### src/verilog/etl_cfg.svh
`ifndef ETL_CFG_SVH
`define ETL_CFG_SVH

// Register byte offsets on the Avalon-MM slave.
`define ETL_OFS_CTRL 8'h00
`define ETL_OFS_IRQ_STATUS 8'h04
`define ETL_OFS_IRQ_MASK 8'h08
`define ETL_OFS_FLAGS 8'h0C
`define ETL_OFS_LEVELS 8'h10
`define ETL_OFS_EPOCH_SEC 8'h14
`define ETL_OFS_MSEC 8'h18
`define ETL_OFS_CFG_BASE 8'h20
`define ETL_OFS_CFG_LAST 8'h34

// Field positions.
`define ETL_CTRL_RESTART_BIT 0
`define ETL_CFG_ENABLE_BIT 0
`define ETL_CFG_EDGE_LSB 1
`define ETL_CFG_WAKE_SUPPRESS_BIT 3
`define ETL_CFG_STORE_LSB 4
`define ETL_CFG_DBC_LSB 16

// Reset values.
`define ETL_DBC_DEFAULT_MS 16'h0064
`define ETL_IRQ_MASK_RESET 6'h00
`define ETL_EPOCH_RESET 32'h00000000

// Timing.
`define ETL_CLK_PERIOD_NS 100
`define ETL_MS_NS 1000000
`define ETL_MS_CYCLES (`ETL_MS_NS / `ETL_CLK_PERIOD_NS)
`define ETL_MS_PER_SEC 10'h3E8

`endif

### src/verilog/etl_pkg.sv
package etl_pkg;

  localparam int ETL_NUM_TRIG = 6;

  typedef enum logic [1:0] {
    ETL_EDGE_FALLING,
    ETL_EDGE_RISING,
    ETL_EDGE_BOTH,
    ETL_EDGE_OFF
  } etl_edge_t;

  typedef enum logic [2:0] {
    ETL_STORE_NONE,
    ETL_STORE_TEXT,
    ETL_STORE_CSV,
    ETL_STORE_EPOCH,
    ETL_STORE_SERIAL_ONE,
    ETL_STORE_SERIAL_TWO,
    ETL_STORE_USB,
    ETL_STORE_RSVD
  } etl_store_t;

  typedef enum logic [1:0] {
    ETL_FMT_TEXT,
    ETL_FMT_CSV,
    ETL_FMT_EPOCH,
    ETL_FMT_RSVD
  } etl_fmt_t;

  typedef struct packed {
    logic [15:0] dbc_ms;
    logic [8:0] rsvd;
    etl_store_t store;
    logic wake_suppress;
    etl_edge_t edge_mode;
    logic enable;
  } etl_trig_cfg_t;

  typedef struct packed {
    logic [2:0] trig_num;
    logic prev_lvl;
    logic new_lvl;
    etl_store_t store;
    etl_fmt_t fmt;
    logic [31:0] epoch_sec;
    logic [9:0] msec;
  } etl_rec_t;

  typedef struct packed {
    logic [7:0] address;
    logic read;
    logic write;
    logic [31:0] writedata;
    logic [3:0] byteenable;
  } etl_av_req_t;

  typedef struct packed {
    logic bus_wait;
    logic [31:0] rdata;
    etl_trig_cfg_t [5:0] cfg;
    logic [5:0] prev;
    logic [5:0][15:0] dbc;
    logic [5:0] flags;
    logic [5:0] irq_status;
    logic [5:0] irq_mask;
    logic irq;
    logic [15:0] pre;
    logic [31:0] epoch_sec;
    logic [9:0] msec;
    logic [5:0] pend;
    etl_rec_t [5:0] pend_rec;
    logic rec_valid;
    etl_rec_t rec;
    logic file_restart;
    logic wake_req;
  } etl_state_t;

endpackage

### src/verilog/etl_top.sv
`timescale 1ns/10ps
`default_nettype none
`include "etl_cfg.svh"

module etl_top
  import etl_pkg::*;
#(
  parameter int unsigned MS_CYCLES = `ETL_MS_CYCLES
) (
  // Clock and reset.
  input wire logic clock,
  input wire logic nrst,
  // Avalon-MM slave.
  input wire logic [7:0] av_address,
  input wire logic av_read,
  input wire logic av_write,
  input wire logic [31:0] av_writedata,
  input wire logic [3:0] av_byteenable,
  output logic [31:0] av_readdata,
  output logic av_waitrequest,
  // Trigger pins.
  input wire logic [5:0] trig_pin,
  // Record stream.
  output logic rec_valid,
  output etl_rec_t rec_data,
  input wire logic rec_ready,
  // File side.
  input wire logic file_busy,
  output logic file_restart,
  // System.
  output logic wake_req,
  output logic irq
);

  etl_state_t s_reg;
  etl_state_t s_next;
  etl_av_req_t req;
  logic acc_first;
  logic acc_done;
  logic tick;
  logic hit;
  logic found;
  logic [31:0] rd_mux;
  logic [31:0] wmask;
  logic [31:0] merged;
  logic [2:0] cfg_idx;
  etl_rec_t r;

  assign req = '{address: av_address, read: av_read, write: av_write,
                 writedata: av_writedata, byteenable: av_byteenable};

  function automatic logic is_file(etl_store_t st);
    is_file = (st == ETL_STORE_TEXT) || (st == ETL_STORE_CSV) || (st == ETL_STORE_EPOCH);
  endfunction

  always_comb begin
    s_next = s_reg;
    s_next.file_restart = 1'b0;
    s_next.wake_req = 1'b0;
    acc_first = (req.read || req.write) && s_reg.bus_wait;
    acc_done = (req.read || req.write) && !s_reg.bus_wait;
    tick = (s_reg.pre == 16'(MS_CYCLES - 1));
    hit = 1'b0;
    found = 1'b0;
    rd_mux = 32'h00000000;
    r = '0;
    cfg_idx = 3'(req.address[7:2] - 6'h08);
    for (int b = 0; b < 4; b++) begin
      wmask[b * 8 +: 8] = req.byteenable[b] ? 8'hFF : 8'h00;
    end
    merged = 32'h00000000;

    // Millisecond and epoch time base.
    if (tick) begin
      s_next.pre = 16'h0000;
      if (s_reg.msec == `ETL_MS_PER_SEC - 10'h001) begin
        s_next.msec = 10'h000;
        s_next.epoch_sec = s_reg.epoch_sec + 32'h00000001;
      end else begin
        s_next.msec = s_reg.msec + 10'h001;
      end
    end else begin
      s_next.pre = s_reg.pre + 16'h0001;
    end

    // Read data multiplexer.
    case (req.address)
      `ETL_OFS_IRQ_STATUS: rd_mux = {26'h0, s_reg.irq_status};
      `ETL_OFS_IRQ_MASK: rd_mux = {26'h0, s_reg.irq_mask};
      `ETL_OFS_FLAGS: rd_mux = {26'h0, s_reg.flags};
      `ETL_OFS_LEVELS: rd_mux = {26'h0, s_reg.prev};
      `ETL_OFS_EPOCH_SEC: rd_mux = s_reg.epoch_sec;
      `ETL_OFS_MSEC: rd_mux = {22'h0, s_reg.msec};
      default: begin
        if (req.address >= `ETL_OFS_CFG_BASE && req.address <= `ETL_OFS_CFG_LAST
            && req.address[1:0] == 2'b00) begin
          rd_mux = s_reg.cfg[cfg_idx];
        end
      end
    endcase

    // Bus handshake: one wait cycle, then the answer for one cycle.
    if (acc_first) begin
      s_next.bus_wait = 1'b0;
      s_next.rdata = req.read ? rd_mux : 32'h00000000;
    end
    if (acc_done) begin
      s_next.bus_wait = 1'b1;
    end

    // Reads clear only the bits that were returned, so a set in the same cycle survives.
    if (acc_done && req.read) begin
      if (req.address == `ETL_OFS_FLAGS) begin
        s_next.flags = s_reg.flags & ~s_reg.rdata[5:0];
      end
      if (req.address == `ETL_OFS_IRQ_STATUS) begin
        s_next.irq_status = s_reg.irq_status & ~s_reg.rdata[5:0];
      end
    end

    if (acc_done && req.write) begin
      case (req.address)
        `ETL_OFS_CTRL: begin
          s_next.file_restart = req.writedata[`ETL_CTRL_RESTART_BIT] && req.byteenable[0];
        end
        `ETL_OFS_IRQ_MASK: begin
          merged = (32'(s_reg.irq_mask) & ~wmask) | (req.writedata & wmask);
          s_next.irq_mask = merged[5:0];
        end
        `ETL_OFS_EPOCH_SEC: begin
          s_next.epoch_sec = (s_reg.epoch_sec & ~wmask) | (req.writedata & wmask);
        end
        `ETL_OFS_MSEC: begin
          merged = (32'(s_reg.msec) & ~wmask) | (req.writedata & wmask);
          if (merged[9:0] < `ETL_MS_PER_SEC) begin
            s_next.msec = merged[9:0];
            s_next.pre = 16'h0000;
          end
        end
        default: begin
          if (req.address >= `ETL_OFS_CFG_BASE && req.address <= `ETL_OFS_CFG_LAST
              && req.address[1:0] == 2'b00) begin
            merged = (s_reg.cfg[cfg_idx] & ~wmask) | (req.writedata & wmask);
            merged[15:7] = 9'h000;
            s_next.cfg[cfg_idx] = merged;
          end
        end
      endcase
    end

    // Record output: one record stands until taken.
    if (s_reg.rec_valid && rec_ready) begin
      s_next.rec_valid = 1'b0;
    end
    if (!s_reg.rec_valid) begin
      for (int i = 0; i < ETL_NUM_TRIG; i++) begin
        if (!found && s_reg.pend[i] && !(is_file(s_reg.pend_rec[i].store) && file_busy)) begin
          found = 1'b1;
          s_next.rec_valid = 1'b1;
          s_next.rec = s_reg.pend_rec[i];
          s_next.pend[i] = 1'b0;
        end
      end
    end

    // Per trigger edge detect, debounce and capture.
    for (int i = 0; i < ETL_NUM_TRIG; i++) begin
      s_next.prev[i] = trig_pin[i];
      case (s_reg.cfg[i].edge_mode)
        ETL_EDGE_FALLING: hit = s_reg.prev[i] && !trig_pin[i];
        ETL_EDGE_RISING: hit = !s_reg.prev[i] && trig_pin[i];
        ETL_EDGE_BOTH: hit = s_reg.prev[i] ^ trig_pin[i];
        default: hit = 1'b0;
      endcase
      if (tick && s_reg.dbc[i] != 16'h0000) begin
        s_next.dbc[i] = s_reg.dbc[i] - 16'h0001;
      end
      if (s_reg.cfg[i].enable && hit && s_reg.dbc[i] == 16'h0000) begin
        // The hold-off counts whole ticks, so it may end up to one tick early.
        s_next.dbc[i] = s_reg.cfg[i].dbc_ms;
        s_next.flags[i] = 1'b1;
        s_next.irq_status[i] = 1'b1;
        if (!s_reg.cfg[i].wake_suppress) begin
          s_next.wake_req = 1'b1;
        end
        r.trig_num = 3'(i + 1);
        r.prev_lvl = s_reg.prev[i];
        r.new_lvl = trig_pin[i];
        r.store = s_reg.cfg[i].store;
        r.epoch_sec = s_reg.epoch_sec;
        r.msec = s_reg.msec;
        case (s_reg.cfg[i].store)
          ETL_STORE_TEXT: r.fmt = ETL_FMT_TEXT;
          ETL_STORE_EPOCH: r.fmt = ETL_FMT_EPOCH;
          default: r.fmt = ETL_FMT_CSV;
        endcase
        // A newer activation replaces an unsent record of the same trigger.
        if (s_reg.cfg[i].store != ETL_STORE_NONE && s_reg.cfg[i].store != ETL_STORE_RSVD) begin
          s_next.pend[i] = 1'b1;
          s_next.pend_rec[i] = r;
        end
      end
    end

    s_next.irq = |(s_next.irq_status & s_next.irq_mask);
  end

  always_ff @(posedge clock or negedge nrst) begin
    if (!nrst) begin
      s_reg <= '0;
      s_reg.bus_wait <= 1'b1;
      s_reg.irq_mask <= `ETL_IRQ_MASK_RESET;
      s_reg.epoch_sec <= `ETL_EPOCH_RESET;
      for (int i = 0; i < ETL_NUM_TRIG; i++) begin
        s_reg.cfg[i].dbc_ms <= `ETL_DBC_DEFAULT_MS;
        s_reg.cfg[i].edge_mode <= ETL_EDGE_FALLING;
        s_reg.cfg[i].store <= ETL_STORE_NONE;
      end
    end else begin
      s_reg <= s_next;
    end
  end

  assign av_readdata = s_reg.rdata;
  assign av_waitrequest = s_reg.bus_wait;
  assign rec_valid = s_reg.rec_valid;
  assign rec_data = s_reg.rec;
  assign file_restart = s_reg.file_restart;
  assign wake_req = s_reg.wake_req;
  assign irq = s_reg.irq;

endmodule
`default_nettype wire
### config.mk
export PLATFORM = sky130hd
export DESIGN_NAME = etl_top
export DESIGN_NICKNAME = d
export VERILOG_FILES = /design/src/verilog/etl_pkg.sv /design/src/verilog/etl_top.sv
export VERILOG_INCLUDE_DIRS = /design/src /design/src/verilog
export SDC_FILE = /design/constraint.sdc
export NUM_CORES = 2
export LEC_CHECK = 0
export BUFFER_PORTS_ARGS = -buffer_cell sky130_fd_sc_hd__buf_4
export CORE_ASPECT_RATIO = 0.8
export CORE_MARGIN = 10
export CORE_UTILIZATION = 45
export CTS_CLUSTER_SIZE = 40
export DETAILED_ROUTE_END_ITERATION = 8
export PLACE_DENSITY = 0.6
export SYNTH_ARGS = -nofsm -noshare
export SYNTH_HDL_FRONTEND = slang
export SYNTH_SLANG_ARGS = --single-unit
### constraint.sdc
create_clock -name clock -period 3.65 [get_ports clock]
set_input_delay 1.095 -clock clock [delete_from_list [all_inputs] [get_ports clock]]
set_output_delay 1.095 -clock clock [all_outputs]
set_load 0.05 [all_outputs]
Yosys cells after proc, flatten, opt, wreduce, memory -nomap -nowiden
Cells that the tools add are included.
{"block": "word_totals", "ff_bits": 765, "in_bits": 56, "wordCells": 480}
{"block": "classes", "n_addsub": 10, "order_cmp": 5, "eq_ne": 56, "mux": 116, "bitwise_logic": 22, "reduce_logical": 161}
{"operator": "$mux 53", "n": 7}
{"operator": "$mux 16", "n": 15}
{"operator": "$bwmux 192", "n": 1}
{"operator": "$mux 32", "n": 6}
{"operator": "$pmux 32 s6", "n": 1}
{"operator": "$and 32x32->32", "n": 3}
{"operator": "$bmux 32 s3", "n": 1}
{"operator": "$demux 32 s3", "n": 1}
{"operator": "$logic_not 16->1", "n": 6}
{"operator": "$reduce_bool 16->1", "n": 6}
{"operator": "$sub 16x1->16 const B", "n": 6}
{"operator": "$or 32x32->32", "n": 2}
{"operator": "$logic_and 1x1->1", "n": 62}
{"operator": "$mux 58", "n": 1}
{"operator": "$mux 1", "n": 56}
{"operator": "$eq 3x2->1 const B", "n": 18}
{"operator": "$mux 42", "n": 1}
{"operator": "$reduce_bool 2->1", "n": 19}
{"operator": "$eq 3x1->1 const B", "n": 12}
{"operator": "$mux 33", "n": 1}
{"operator": "$add 32x1->32 const B", "n": 1}
{"operator": "$mux 8", "n": 4}
{"operator": "$not 32->32", "n": 1}
{"operator": "$mux 10", "n": 3}
{"operator": "other kinds (37)", "n": 136}

Longest topological paths before layout
{"block": "depth", "ltp_word": 35, "mapped_depth": 10}

Worst setup path before layout
OpenSTA, ideal clock, no wires.
{"block": "synth_path", "kind": "input to register", "from": "input port av_address[7]", "to": "register s_reg, in the netlist irq", "setup_ps": 139, "arrival_ps": 3431, "slack_ps": 80, "path_stages": 7, "cell_sequence": "or4_1 -> clkbuf_1 -> nor4_2 -> mux2_2 -> a21boi_0 -> a221o_1 -> or4_1"}
{"item": "start, declared", "line": "etl_top.sv:14", "source": "input wire logic [7:0] av_address,"}
{"item": "end signal, assigned", "line": "etl_top.sv:220", "source": "s_reg <= s_next;"}
{"item": "end, declared", "line": "etl_top.sv:35", "source": "etl_state_t s_reg;"}

==> impl_metrics.yaml <==
timing:
  hold_viol_final: 0
  tns_ns: 0
  tightest_slew_ns: 1.143
  finalCriticalPeriod_ns: 3.215
  final.setup_skew_ns: 0.02840
  fin_crit_sh: 0.8808
  setup_viol_count_final: 0
  fmax_mhz: 311.1
  rsz0062_at_grt: "no"
  slew-limit-headroom: 0.2366
  finalMaxSlewViolations: 0
  setup_ws_ns: 0.4352
synthesis:
  netlist_instances: 3021
  synth_nets: 3098
  synth-main-ff-cell: "dfrtp_1"
  ys.warnings.count: 0
  ys_seq_elements: 711
  synth.area.mux_share: 0.1731
  netlist_area_mm2: 0.03410
  synth-async-reset-ratio: 1.000
  synth-simple-area-share: 0.1082
  avgSynthCellArea_um2: 11.29
  yosysSeqAreaShare: 0.5224
  synth_compound_area_frac: 0.1246
  synth_adder_area_share: 0.007704
  synth_xor_xnor_area_share: 0.01335
  synth-edff-count: 0
  synth_top_family_by_area: "multiplexers"
  synth.distinct_cells: 78
setup_path:
  start_kind: "register"
  crit_type: "register to register"
  worstPathRequired_ns: 4.16
  crit_fanout: 6
  crit_path_end_kind: "register"
  worst_ep_arrival_time_ns: 3.73
global_route:
  grt.busiest_layer: "met2"
  grtUsageMet1: 0.3514
  overflow: 0
  grt_pass1_vias: 25460
  met2_usage: 0.3520
  met3_usage: 0.04531
  grt_first_pass_wirelength_um: 161700
  grt_max_degree: 149
  grt_antenna_before_repair: 2
  grtUsageTotal: 0.2373
die:
  start_util: 0.4534
  rows: 90
  die_h_um: 266.2
  core_area_mm2: 0.07522
  die_w_um: 327.8
  num_io_pins: 145
  die_area_mm2: 0.08727
detailed_routing:
  wl_per_cell_um: 25.40
  wl_um: 105500
  vias: 25360
  first_pass_iters: 8
  via_per_inst: 6.105
  drt-initial-drc-count: 2518
  ant_nets: 0
  drc: 0
min_path:
  hold_class: "input pin to asynchronous set/reset pin"
placed_design:
  place_ws_ns: 0.06326
  place.gp.congestion: 0.9198
  portBuffers: 144
  dp_hpwl_um: 74260
cts:
  cts-hold-fix-buffers: 0
  ctsResizeCount: 0
  root_buffer: "clkbuf_16"
  h-tree-depth: 3
  cts_sinks: 711
  cts_tree: "done"
  path_clk_slew_ns: 0.06
  clock_latency_ns: 0.63
  numCtsBuffers: 76
  ctsLongestPathBuffers: 3
  cts_setup_buffers: 0
cells_and_area:
  seqCellArea_mm2: 0.01782
  postLayoutCoreUtil: 0.5196
  antenna_cells: 0
  drive_gt1_frac: 0.2747
  multi_input_area_mm2: 0.01468
  n_fill_cell: 6593
  largest_reg_flops: 587
  nets: 3159
  area_growth_pct: 14.61
power:
  ir_drop_mv: 0.2991
  finalPower_mw: 17.38
  power.density_mw_per_mm2: 444.6
  p_leak_nw: 17.71
job:
  maxCapViolations: 0
run_status:
  status: "complete, no violations"
==> final timing paths <==
check                           start                         end  slack [ns]  depth (start not counted)
min in group clock         s_reg[415]                  s_reg[415]        0.47                          1
min                              nrst  asynchronous set/reset pin        0.32                          1
max                        s_reg[426]                    register        0.44                          7
min reg2reg                s_reg[415]                  s_reg[415]        0.47                          1
max reg2reg                s_reg[426]                    register        0.44                          7
max in group asynchronous        nrst                  s_reg[368]        2.17                          2
==> placed cells by master (no fill, tap or decap), drive strengths merged, types with 23 or more instances in the layout <==
master    n
inv      83
nor3     69
nand4    25
xor2     29
nand3    61
a31oi    48
o22ai    73
nand2   244
a22o     52
mux2i    43
clkbuf  114
a21oi    77
nand2b   27
or3      28
dfrtp   692
xnor2    23
a22oi   121
nor2    143
o21ai    92
a211oi   37
mux2    440
buf     270
mux4     23
nor4     38
==> cell families (layout without fill, tap and decap cells) <==
group | count (synthesis) | after routing
xor gates and xnor gates | 52 | 52
buffers and inverters | 368 | 489
muxes | 506 | 506
DFF | 711 | 711
adders and majority gates | 21 | 21
and+or+nand+nor | 746 | 746
AOI/OAI and AO/OA | 617 | 617
==> worst max-delay path: stages (launching register included) <==
cell and delay [ns]:
dfrtp_1 0.42, nor4_1 0.34, buf_4 0.19, nand4_1 0.42, or4_1 0.86, nor3_1 0.48
a211oi_1 0.15, a311oi_1 0.26
==> per-layer routing <==
metal / up-vias / part of all wire
met2: 980 / 0.44
met1: 13100 / 0.47
met3: 155 / 0.073
li1: 11130 / -
met5: - / 0
met4: 0 / 0.022
==> final cells by class <==
class | count | area share
Clock buffer | 114 | 0.05964
Clock inverter | 24 | 0.009027
Inverter | 81 | 0.007778
Multi-Input combinational cell | 1942 | 0.3756
Sequential cell | 711 | 0.4558
Tap cell | 1012 | 0.03239
Timing Repair Buffer | 270 | 0.05973
==> stage by stage <==
stage	instance area, um2	hold WS [ns]	cells
5_1_grt	39090	0.2980	4154
3_3_place_gp	36400	0.4446	4016
3_5_place_dp	36400	0.4571	4016
6_report	39090	0.3200	4154
4_1_cts	39090	0.2902	4154
2_1_floorplan	34100	0.4261	3021
==> synthesized netlist by cell type (15+ instances only) <==
| master | number | area, um2 |
|---|---|---|
| xnor2_1 | 23 | 201.4 |
| xor2_1 | 29 | 254.0 |
| nand4_1 | 25 | 156.4 |
| mux4_2 | 23 | 518.0 |
| and3_1 | 16 | 100.1 |
| o211ai_1 | 15 | 112.6 |
| nand2b_1 | 27 | 168.9 |
| ha_1 | 21 | 262.8 |
| a22oi_1 | 121 | 908.4 |
| nor4_1 | 33 | 206.5 |
| a221oi_1 | 15 | 131.4 |
| nor3_1 | 68 | 340.3 |
| o22ai_1 | 73 | 456.7 |
| mux2_2 | 390 | 4392 |
| dfrtp_1 | 692 | 17320 |
| o21ai_0 | 90 | 450.4 |
| mux2i_1 | 43 | 430.4 |
| buf_4 | 84 | 630.6 |
| inv_1 | 81 | 304.0 |
| mux2_1 | 50 | 563.0 |
| a21oi_1 | 77 | 385.4 |
| nand2_1 | 243 | 912.1 |
| nand3_1 | 61 | 305.3 |
| clkbuf_1 | 168 | 630.6 |
| nor2_1 | 143 | 536.8 |
| buf_2 | 24 | 120.1 |
| or4_1 | 18 | 135.1 |
| a31oi_1 | 48 | 300.3 |
| a211oi_1 | 37 | 277.8 |
| nor2b_1 | 20 | 125.1 |
| or3_1 | 28 | 175.2 |
| dfstp_2 | 19 | 499.2 |
| a22o_1 | 52 | 455.4 |
==> power by group <==
part / switching, mW / total [mW] / internal [mW]
Clock: 3.28 / 8.28 / 5.00
Sequential: 0.196 / 8.19 / 8.00
Combinational: 0.600 / 0.903 / 0.302
Note: power is estimated with default switching activity, not from simulation.
